===== config.mk =====
export PLATFORM = sky130hd
export DESIGN_NAME = base_interval_timer_buzzer
export DESIGN_NICKNAME = d
export VERILOG_FILES = /design/src/design/base_timer_pkg.sv /design/src/design/base_interval_timer_buzzer.sv
export SDC_FILE = /design/constraint.sdc
export NUM_CORES = 1
export LEC_CHECK = 0
export BUFFER_PORTS_ARGS = -buffer_cell sky130_fd_sc_hd__buf_2
export CAP_MARGIN = 0
export CORE_UTILIZATION = 45
export CTS_BUF_LIST = sky130_fd_sc_hd__clkbuf_16
export DETAILED_ROUTE_END_ITERATION = 16
export PLACE_DENSITY = 0.72
export SLEW_MARGIN = 15
export SYNTH_ARGS = -nofsm -noshare
export SYNTH_HDL_FRONTEND = slang
export SYNTH_SLANG_ARGS = --single-unit

===== constraint.sdc =====
create_clock -name core_clk_i -period 3.6 [get_ports core_clk_i]
set_input_delay 0.72 -clock core_clk_i [delete_from_list [all_inputs] [get_ports core_clk_i]]
set_output_delay 0.72 -clock core_clk_i [all_outputs]
set_load 0.005 [all_outputs]

===== src/design/base_timer_pkg.sv =====
package base_timer_pkg;

	// register indices; byte address is four times the index
	localparam logic [15:0] TIMER_CONTROL_IDX = 16'hFE7F;
	localparam logic [15:0] INPUT_SIGNAL_SELECT_IDX = 16'hFE5F;
	localparam logic [15:0] AUX_CONTROL_IDX = 16'hFE80;
	localparam logic [15:0] COUNT_VALUE_IDX = 16'hFE81;
	localparam int ADDR_W = 18;
	localparam int IDX_LSB = 2;

	// reset values
	localparam logic [7:0] TIMER_CONTROL_RST = 8'h00;
	localparam logic [7:0] INPUT_SIGNAL_SELECT_RST = 8'h00;
	localparam logic [7:0] AUX_CONTROL_RST = 8'h00;

	// counter geometry and period detection masks
	localparam logic [7:0] CNT8_TOP = 8'hFF;
	localparam logic [5:0] CNT6_TOP = 6'h3F;
	localparam logic [4:0] PER32_MASK = 5'h1F;
	localparam logic [6:0] PER128_MASK = 7'h7F;
	localparam logic [2:0] PER8_MASK = 3'h7;
	localparam int BUZ_DIV16_BIT = 3;
	localparam int BUZ_DIV8_BIT = 2;
	localparam int SYNC_STAGES = 3;

	// clock source codes
	localparam logic [1:0] SRC_SUB_A = 2'h0;
	localparam logic [1:0] SRC_CYCLE = 2'h1;
	localparam logic [1:0] SRC_SUB_B = 2'h2;
	localparam logic [1:0] SRC_PRESCALE = 2'h3;

	// avalon response codes
	localparam logic [1:0] RESP_OKAY = 2'h0;
	localparam logic [1:0] RESP_SLVERR = 2'h2;

	typedef struct packed {
		logic irq0_fast_select;
		logic continuous_run_control;
		logic irq1_period_sel_hi;
		logic irq1_period_sel_lo;
		logic irq1_flag;
		logic irq1_enable;
		logic irq0_flag;
		logic irq0_enable;
	} timer_control_s;

	typedef struct packed {
		logic [1:0] unrelated_hi;
		logic clock_source_sel_hi;
		logic clock_source_sel_lo;
		logic buzzer_output_select;
		logic [2:0] unrelated_lo;
	} input_signal_select_s;

	typedef struct packed {
		logic [4:0] spare;
		logic hold_timer_enable;
		logic spare1;
		logic pin_function_control;
	} aux_control_s;

endpackage


===== src/design/base_interval_timer_buzzer.sv =====
// The Avalon-MM slave port was decided locally.
`timescale 1ns/1ps
`default_nettype none

// What this block does
// - fast select set: irq0 flag sets on every 6-bit overflow, 64 clocks
// - fast select clear: irq0 flag sets on every 14-bit overflow, 16384 clocks
// - run bit clear halts counting at zero; set keeps counting
// - normal mode irq1 periods 32, 128, 512, 2048 for codes 0..3
// - fast mode irq1 periods 32, 128, 2, 8 for codes 0..3
// - irq1 flag sets each period and stays until software writes it
// - irq0 flag sets each period and stays until software writes it
// - irq1 enable and flag raise hold release and interrupt request
// - irq0 enable and flag raise hold release and interrupt request
// - clock select: 00/10 subclock, 01 cycle clock, 11 prescaler
// - buzzer select forces pwm high and drives divided clock to pin
// - buzzer is source divided by 16, or subclock by 8 for code 10
// - buzzer select clear holds buzzer high and passes pwm to pin
// - rewriting irq1 period bits may set the irq1 flag
// - in hold mode only this timer keeps counting, and only with hold enable set
// - timer runs in hold only with hold enable; its irq releases hold
// - fast select clear: 8-bit overflow clocks the 6-bit counter, forming 14 bits
// - 8-bit stage makes buzzer and irq1; 6-bit stage makes both irqs
module base_interval_timer_buzzer
	import base_timer_pkg::*;
(
	// clock and reset
	input wire logic core_clk_i,
	input wire logic resetn_i,
	// avalon-mm slave
	input wire logic [ADDR_W-1:0] avs_address_i,
	input wire logic avs_read_i,
	input wire logic avs_write_i,
	input wire logic [31:0] avs_writedata_i,
	input wire logic [3:0] avs_byteenable_i,
	output logic [31:0] avs_readdata_o,
	output logic avs_waitrequest_o,
	output logic [1:0] avs_response_o,
	// clock sources
	input wire logic subclock_i,
	input wire logic cycle_tick_i,
	input wire logic prescale_tick_i,
	// system state and port
	input wire logic hold_mode_i,
	input wire logic pwm_high_output_i,
	input wire logic port_data_i,
	// outputs
	output logic irq_o,
	output logic hold_release_o,
	output logic buzzer_o,
	output logic pwm_high_output_o,
	output logic shared_output_pin_o
);

	timer_control_s ctrl_r;
	input_signal_select_s isl_r;
	aux_control_s aux_r;
	logic [7:0] cnt8_r;
	logic [5:0] cnt6_r;
	logic [SYNC_STAGES-1:0] sub_sync_r;
	logic sub_lvl_r;
	logic wait_r;
	logic sub_rise;
	logic tick;
	logic [1:0] src_sel;
	logic run_en;
	logic adv;
	logic c8_ovf;
	logic tick6;
	logic set0, set1;
	logic req, acc;
	logic hit_ctrl, hit_isl, hit_aux, hit_cnt, hit_any;
	logic wr_ok;
	logic wr_ctrl;
	logic resel;
	logic buz_wave, buz_nxt, pwm_nxt;
	logic [31:0] rdata_nxt;

	assign req = avs_read_i | avs_write_i;
	assign acc = req & ~wait_r;
	assign wr_ok = avs_write_i & acc & avs_byteenable_i[0];
	assign hit_ctrl = avs_address_i[ADDR_W-1:IDX_LSB] == TIMER_CONTROL_IDX;
	assign hit_isl = avs_address_i[ADDR_W-1:IDX_LSB] == INPUT_SIGNAL_SELECT_IDX;
	assign hit_aux = avs_address_i[ADDR_W-1:IDX_LSB] == AUX_CONTROL_IDX;
	assign hit_cnt = avs_address_i[ADDR_W-1:IDX_LSB] == COUNT_VALUE_IDX;
	assign hit_any = hit_ctrl | hit_isl | hit_aux | hit_cnt;
	assign wr_ctrl = wr_ok & hit_ctrl;
	assign resel = wr_ctrl & (avs_writedata_i[5:4] != {ctrl_r.irq1_period_sel_hi,
		ctrl_r.irq1_period_sel_lo});

	// subclock pin synchroniser; level accepted when stages two and three agree
	always_ff @(posedge core_clk_i or negedge resetn_i)
	begin
		if (!resetn_i)
		begin
			sub_sync_r <= '0;
			sub_lvl_r <= 1'b0;
		end
		else
		begin
			sub_sync_r <= {sub_sync_r[SYNC_STAGES-2:0], subclock_i};
			if (sub_sync_r[1] == sub_sync_r[2])
				sub_lvl_r <= sub_sync_r[2];
		end
	end

	assign sub_rise = (sub_sync_r[1] == sub_sync_r[2]) & sub_sync_r[2] & ~sub_lvl_r;

	// input clock selection
	assign src_sel = {isl_r.clock_source_sel_hi, isl_r.clock_source_sel_lo};
	always_comb
	begin
		case (src_sel)
			SRC_SUB_A: tick = sub_rise;
			SRC_CYCLE: tick = cycle_tick_i;
			SRC_SUB_B: tick = sub_rise;
			SRC_PRESCALE: tick = prescale_tick_i;
			default: tick = 1'b0;
		endcase
	end

	// counting enable: halts at zero unless continuous, gated by hold mode
	assign run_en = (~hold_mode_i | aux_r.hold_timer_enable)
		& (ctrl_r.continuous_run_control | ({cnt6_r, cnt8_r} != '0));
	assign adv = tick & run_en;
	assign c8_ovf = adv & (cnt8_r == CNT8_TOP);
	assign tick6 = ctrl_r.irq0_fast_select ? adv : c8_ovf;

	always_ff @(posedge core_clk_i or negedge resetn_i)
	begin
		if (!resetn_i)
			cnt8_r <= '0;
		else if (wr_ok & hit_cnt)
			cnt8_r <= '0;
		else if (adv)
			cnt8_r <= cnt8_r + 8'h01;
	end

	always_ff @(posedge core_clk_i or negedge resetn_i)
	begin
		if (!resetn_i)
			cnt6_r <= '0;
		else if (wr_ok & hit_cnt)
			cnt6_r <= '0;
		else if (tick6)
			cnt6_r <= cnt6_r + 6'h01;
	end

	// interrupt period detection
	assign set0 = tick6 & (cnt6_r == CNT6_TOP);
	always_comb
	begin
		case ({ctrl_r.irq0_fast_select, ctrl_r.irq1_period_sel_hi,
			ctrl_r.irq1_period_sel_lo})
			3'h0, 3'h4: set1 = adv & (cnt8_r[4:0] == PER32_MASK);
			3'h1, 3'h5: set1 = adv & (cnt8_r[6:0] == PER128_MASK);
			3'h2: set1 = c8_ovf & cnt6_r[0];
			3'h3: set1 = c8_ovf & (cnt6_r[2:0] == PER8_MASK);
			3'h6: set1 = adv & cnt6_r[0];
			3'h7: set1 = adv & (cnt6_r[2:0] == PER8_MASK);
			default: set1 = 1'b0;
		endcase
	end

	// control register; hardware set of a flag wins over a software write
	always_ff @(posedge core_clk_i or negedge resetn_i)
	begin
		if (!resetn_i)
			ctrl_r <= timer_control_s'(TIMER_CONTROL_RST);
		else
		begin
			if (wr_ctrl)
				ctrl_r <= timer_control_s'(avs_writedata_i[7:0]);
			if (set1 | resel)
				ctrl_r.irq1_flag <= 1'b1;
			if (set0)
				ctrl_r.irq0_flag <= 1'b1;
		end
	end

	always_ff @(posedge core_clk_i or negedge resetn_i)
	begin
		if (!resetn_i)
			isl_r <= input_signal_select_s'(INPUT_SIGNAL_SELECT_RST);
		else if (wr_ok & hit_isl)
			isl_r <= input_signal_select_s'(avs_writedata_i[7:0]);
	end

	always_ff @(posedge core_clk_i or negedge resetn_i)
	begin
		if (!resetn_i)
			aux_r <= aux_control_s'(AUX_CONTROL_RST);
		else if (wr_ok & hit_aux)
			aux_r <= aux_control_s'(avs_writedata_i[7:0]);
	end

	// interrupt request and hold release
	always_ff @(posedge core_clk_i or negedge resetn_i)
	begin
		if (!resetn_i)
		begin
			irq_o <= 1'b0;
			hold_release_o <= 1'b0;
		end
		else
		begin
			irq_o <= (ctrl_r.irq1_enable & ctrl_r.irq1_flag)
				| (ctrl_r.irq0_enable & ctrl_r.irq0_flag);
			hold_release_o <= (ctrl_r.irq1_enable & ctrl_r.irq1_flag)
				| (ctrl_r.irq0_enable & ctrl_r.irq0_flag);
		end
	end

	// buzzer and shared pin
	assign buz_wave = (src_sel == SRC_SUB_B) ? cnt8_r[BUZ_DIV8_BIT]
		: cnt8_r[BUZ_DIV16_BIT];
	assign buz_nxt = isl_r.buzzer_output_select ? buz_wave : 1'b1;
	assign pwm_nxt = isl_r.buzzer_output_select ? 1'b1 : pwm_high_output_i;

	always_ff @(posedge core_clk_i or negedge resetn_i)
	begin
		if (!resetn_i)
		begin
			buzzer_o <= 1'b1;
			pwm_high_output_o <= 1'b1;
			shared_output_pin_o <= 1'b0;
		end
		else
		begin
			buzzer_o <= buz_nxt;
			pwm_high_output_o <= pwm_nxt;
			shared_output_pin_o <= aux_r.pin_function_control ? (buz_nxt & pwm_nxt)
				: port_data_i;
		end
	end

	// bus slave: one wait cycle, then the answer
	always_comb
	begin
		rdata_nxt = 32'h0000_0000;
		if (hit_ctrl)
			rdata_nxt[7:0] = ctrl_r;
		else if (hit_isl)
			rdata_nxt[7:0] = isl_r;
		else if (hit_aux)
			rdata_nxt[7:0] = aux_r;
		else if (hit_cnt)
			rdata_nxt[13:0] = {cnt6_r, cnt8_r};
	end

	always_ff @(posedge core_clk_i or negedge resetn_i)
	begin
		if (!resetn_i)
			wait_r <= 1'b1;
		else
			wait_r <= ~(req & wait_r);
	end

	assign avs_waitrequest_o = wait_r;

	always_ff @(posedge core_clk_i or negedge resetn_i)
	begin
		if (!resetn_i)
		begin
			avs_readdata_o <= 32'h0000_0000;
			avs_response_o <= RESP_OKAY;
		end
		else if (req & wait_r)
		begin
			avs_readdata_o <= avs_read_i ? rdata_nxt : 32'h0000_0000;
			avs_response_o <= hit_any ? RESP_OKAY : RESP_SLVERR;
		end
	end

	// checks
	property p_irq0_set;
		@(posedge core_clk_i) disable iff (!resetn_i)
		(tick6 && cnt6_r == 6'h3F) |=> ctrl_r.irq0_flag;
	endproperty
	a_irq0_set: assert property (p_irq0_set) else $error("irq0 flag missed");

	property p_irq0_slow;
		@(posedge core_clk_i) disable iff (!resetn_i)
		(!ctrl_r.irq0_fast_select && adv && cnt8_r != 8'hFF && !wr_ok) |=> $stable(cnt6_r);
	endproperty
	a_irq0_slow: assert property (p_irq0_slow) else $error("6-bit moved early");

	property p_halt;
		@(posedge core_clk_i) disable iff (!resetn_i)
		(!ctrl_r.continuous_run_control && {cnt6_r, cnt8_r} == 14'h0)
		|=> {cnt6_r, cnt8_r} == 14'h0;
	endproperty
	a_halt: assert property (p_halt) else $error("timer ran past zero");

	property p_per32;
		@(posedge core_clk_i) disable iff (!resetn_i)
		(adv && ctrl_r.irq1_period_sel_hi == 1'b0 && ctrl_r.irq1_period_sel_lo == 1'b0
			&& cnt8_r[4:0] == 5'h1F) |=> ctrl_r.irq1_flag;
	endproperty
	a_per32: assert property (p_per32) else $error("32 period missed");

	property p_flag_hold;
		@(posedge core_clk_i) disable iff (!resetn_i)
		(ctrl_r.irq1_flag && !wr_ctrl) |=> ctrl_r.irq1_flag;
	endproperty
	a_flag_hold: assert property (p_flag_hold) else $error("irq1 flag lost");

	property p_irq;
		@(posedge core_clk_i) disable iff (!resetn_i)
		(ctrl_r.irq0_enable && ctrl_r.irq0_flag) |=> (irq_o && hold_release_o);
	endproperty
	a_irq: assert property (p_irq) else $error("request not raised");

	property p_buz_off;
		@(posedge core_clk_i) disable iff (!resetn_i)
		!isl_r.buzzer_output_select |=> (buzzer_o && pwm_high_output_o == $past(pwm_high_output_i));
	endproperty
	a_buz_off: assert property (p_buz_off) else $error("buzzer not idle");

	property p_hold;
		@(posedge core_clk_i) disable iff (!resetn_i)
		(hold_mode_i && !aux_r.hold_timer_enable && !wr_ok) |=> $stable({cnt6_r, cnt8_r});
	endproperty
	a_hold: assert property (p_hold) else $error("count moved in hold");

	property p_fast6;
		@(posedge core_clk_i) disable iff (!resetn_i)
		(ctrl_r.irq0_fast_select && adv && !wr_ok) |=> cnt6_r == $past(cnt6_r) + 6'h01;
	endproperty
	a_fast6: assert property (p_fast6) else $error("fast feed broken");

endmodule

`default_nettype wire


==> flow_metrics.py <==
metrics = {
    "synthesis": {
        "ys.flop_type": "dfrtp_1",
        "synth_area_leaders": "dfrtp_1 (46%), mux2i_1 (5.6%), mux2_2 (5.6%), buf_4 (4.7%), mux2_4 (3.7%)",
        "postSynthAreaPerCell_um2": 11.3,
        "yosys.area.top_type": "dfrtp_1",
        "ys_async_sr_fraction_pct": 100,
        "synthCells": 284,
        "synth_edf_count": 0,
        "ys_seq_elements": 62,
        "ys.warnings.count": 0,
        "synth_area_um2": 3210,
        "ys_types": 50,
        "synth_top_area_share_pct": 46.0,
        "synth-seq-area-share_pct": 48.4,
    },
    "cts": {
        "cts_buffer_depth": 2,
        "htreeDepth": 3,
        "cts_tree": "yes",
        "cts_setup_buffers": 0,
        "cts_buffers": 9,
        "insertion_delay_ns": 0.33,
        "cts_root_buf": "clkbuf_16",
        "cts.repair.resized": 0,
        "clk_pin_slew_worst_paths_ns": 0.05,
        "holdBufCountCts": 0,
        "cts_sinks": 62,
    },
    "critical_path": {
        "rr_endpoint": "cnt6_r[5]",
        "ff2ff_setup_slack_ns": 1.00,
        "worstPathRequired_ns": 3.81,
        "crit_path_end_kind": "register",
        "critPathTopFamily": "simple AND/OR/NAND/NOR gates",
        "startpoint_type": "input pin",
        "reg2regPathDepth": 7,
        "cpPeakStageDelay_ns": 0.62,
        "arrival_ns": 2.96,
        "cp_slowest_cell": "or3_1",
        "path_max_fanout": 13,
        "crit_buf_inv": 1,
        "timing.setup.critical_path_class": "in -> reg",
        "worstReg2RegStart": "cnt6_r[0]",
        "path_cells": "buf_2, or4b_1, or4_4, or3_1, mux2_4",
    },
    "floorplanning": {
        "num_rows": 30,
        "ios": 104,
        "dieArea_um2": 7480,
        "core_um2": 6830,
        "initial_core_util_pct": 47.0,
        "fp.dieW_um": 86.5,
        "die_h_um": 86.5,
    },
    "routing": {
        "vias": 2338,
        "dr.pass1.iters": 5,
        "wirelength_mm": 6.92,
        "drt_iter0_drc": 117,
        "ant_nets": 0,
        "drc": 0,
        "vias_per_cell": 5.35,
        "post_drt_wl_per_cell_um": 15.8,
    },
    "power": {
        "clkPwrFrac_pct": 48.3,
        "seqPwrFrac_pct": 42.0,
        "p_int_uw": 1400,
        "p_leak_uw": 0.00189,
        "combPwrFrac_pct": 9.7,
        "p_per_area_nw_per_um2": 486,
        "peakVddDrop_uv": 289,
        "swShare_pct": 23.9,
        "switchingPower_uw": 439,
    },
    "cells_and_area": {
        "area_delta_synth_final_pct": 17.7,
        "utilization_pct": 55.3,
        "drive_gt1_share_pct": 30.2,
        "fill_cells": 611,
        "nets": 407,
        "n_antenna_cell": 0,
    },
    "sta": {
        "setup_violations": 0,
        "slew_violations": 0,
        "fin_tns_setup_ns": 0,
        "rsz0062_at_grt": "false",
        "hold_viol_final": 0,
        "slew_headroom_pct": 55.9,
        "fin_worst_skew_ns": 0.00489,
        "worstMarginPinSlew_ns": 0.658,
        "finalCriticalPeriod_ns": 2.75,
        "final.period_utilization_pct": 76.5,
        "holdWs_ns": 0.298,
        "max_freq_ghz": 0.363,
    },
    "global_route": {
        "grt_pass1_vias": 2203,
        "grt_start_max_net_pins": 47,
        "grt.overflow.total": 0,
        "track_usage_pct": 20.4,
        "grt_pass1_wl_mm": 11.2,
        "grt_antenna_before_repair": 0,
    },
    "placed_design": {
        "numPortBuffers": 55,
        "gp_congestion": 0.847,
        "dpl.hpwl_mm": 4.95,
    },
    "worst_hold_path": {
        "hold_class": "in -> async",
    },
    "run": {
        "maxCapViolations": 0,
    },
    "run_status": {
        "status": "finished, final reports clean",
    },
}
==> Yosys cell counts (3+ instances only) <==
library cell,n
a21oi_1,5
a22o_1,13
and2_1,3
buf_4,20
clkbuf_1,8
dfrtp_1,59
dfstp_2,3
ha_1,7
inv_1,5
mux2_2,16
mux2_4,8
mux2i_1,18
nand2_1,16
nand3_1,7
nand4b_1,3
nor2_1,14
nor4_1,7
o211ai_1,3
o21ai_0,5
o22ai_1,9
or3_1,6
or4_1,3
xnor2_1,7
==> layout by cell type, fill, tap and decap left out, drive strengths merged, types with 4 or more instances in the layout <==
cell type	count
conb	19
ha	7
nor4	7
buf	57
o22ai	9
clkinv	4
o21ai	6
or3	6
inv	6
xnor2	7
a21oi	5
mux2	24
a22o	13
or4	4
nand2	16
dfrtp	59
mux2i	18
nand3	7
nor2	14
clkbuf	9
==> flip-flops by register name, indices dropped and copies added, names as in the netlist, 3 cells and up <==
| name | cells |
|---|---|
| cnt6_r | 6 |
| isl_r | 8 |
| aux_r | 8 |
| cnt8_r | 8 |
| sub_sync_r | 3 |
| ctrl_r | 8 |
| avs_readdata_o | 14 |
==> worst max-delay path by stage <==
stage / to / depth (start not counted) / start
finish: aux_r[1] / 5 / avs_address_i[3]
global route: aux_r[1] / 5 / avs_address_i[3]
CTS: aux_r[1] / 5 / avs_address_i[3]
detailed placement: aux_r[7] / 5 / avs_address_i[3]
global placement: aux_r[2] / 5 / avs_address_i[3]
floorplan: aux_r[0] / 5 / avs_address_i[3]
==> power groups by stage <==
stage          clock (uW)  combinational, uW  sequential, uW
6_report              886                178             770
5_1_grt               936                204             774
4_1_cts               902                179             769
3_5_place_dp            0                177             780
3_3_place_gp            0                171             780
2_1_floorplan           0                141             758
==> cell type report <==
cell class	instances	area [um^2]	share of cell area [%]
Clock inverter	7	81.3	2.15
Sequential cell	62	1560	41.2
Clock buffer	9	225	5.96
Inverter	5	18.8	0.497
Multi-Input combinational cell	201	1490	39.4
Timing Repair Buffer	57	290	7.68
Tap cell	96	120	3.18
==> logic make-up (layout without fill, tap and decap cells) <==
logic type	after synthesis	in the layout	synth area share (%)
flops	62	62	48.4
simple gates	81	81	14.4
fa+ha+maj	7	7	2.73
mux	42	42	15.0
other cells	1	19	0.117
compound gates	43	43	9.43
buf+inv	39	78	7.48
xor+xnor	9	9	2.46
==> per-stage QoR <==
stage / std cells / power [uW] / setup slack, ns / instance area (um^2)
3_5_place_dp: 421 / 957 / 0.524 / 3470
6_report: 437 / 1830 / 0.845 / 3780
3_3_place_gp: 421 / 951 / 0.535 / 3470
2_1_floorplan: 302 / 899 / 0.981 / 3280
4_1_cts: 437 / 1850 / 0.855 / 3770
5_1_grt: 437 / 1910 / 0.819 / 3780
==> routing by layer <==
metal / track usage [%] / vias to the layer above / wire length [um]
li1: - / 1104 / -
met1: 27.9 / 1137 / 3210
met2: 31.2 / 87 / 3190
met3: 4.29 / 10 / 406
met4: 9.70 / 0 / 116
met5: 0 / - / 0
Note: power is estimated with default switching activity, not from simulation.
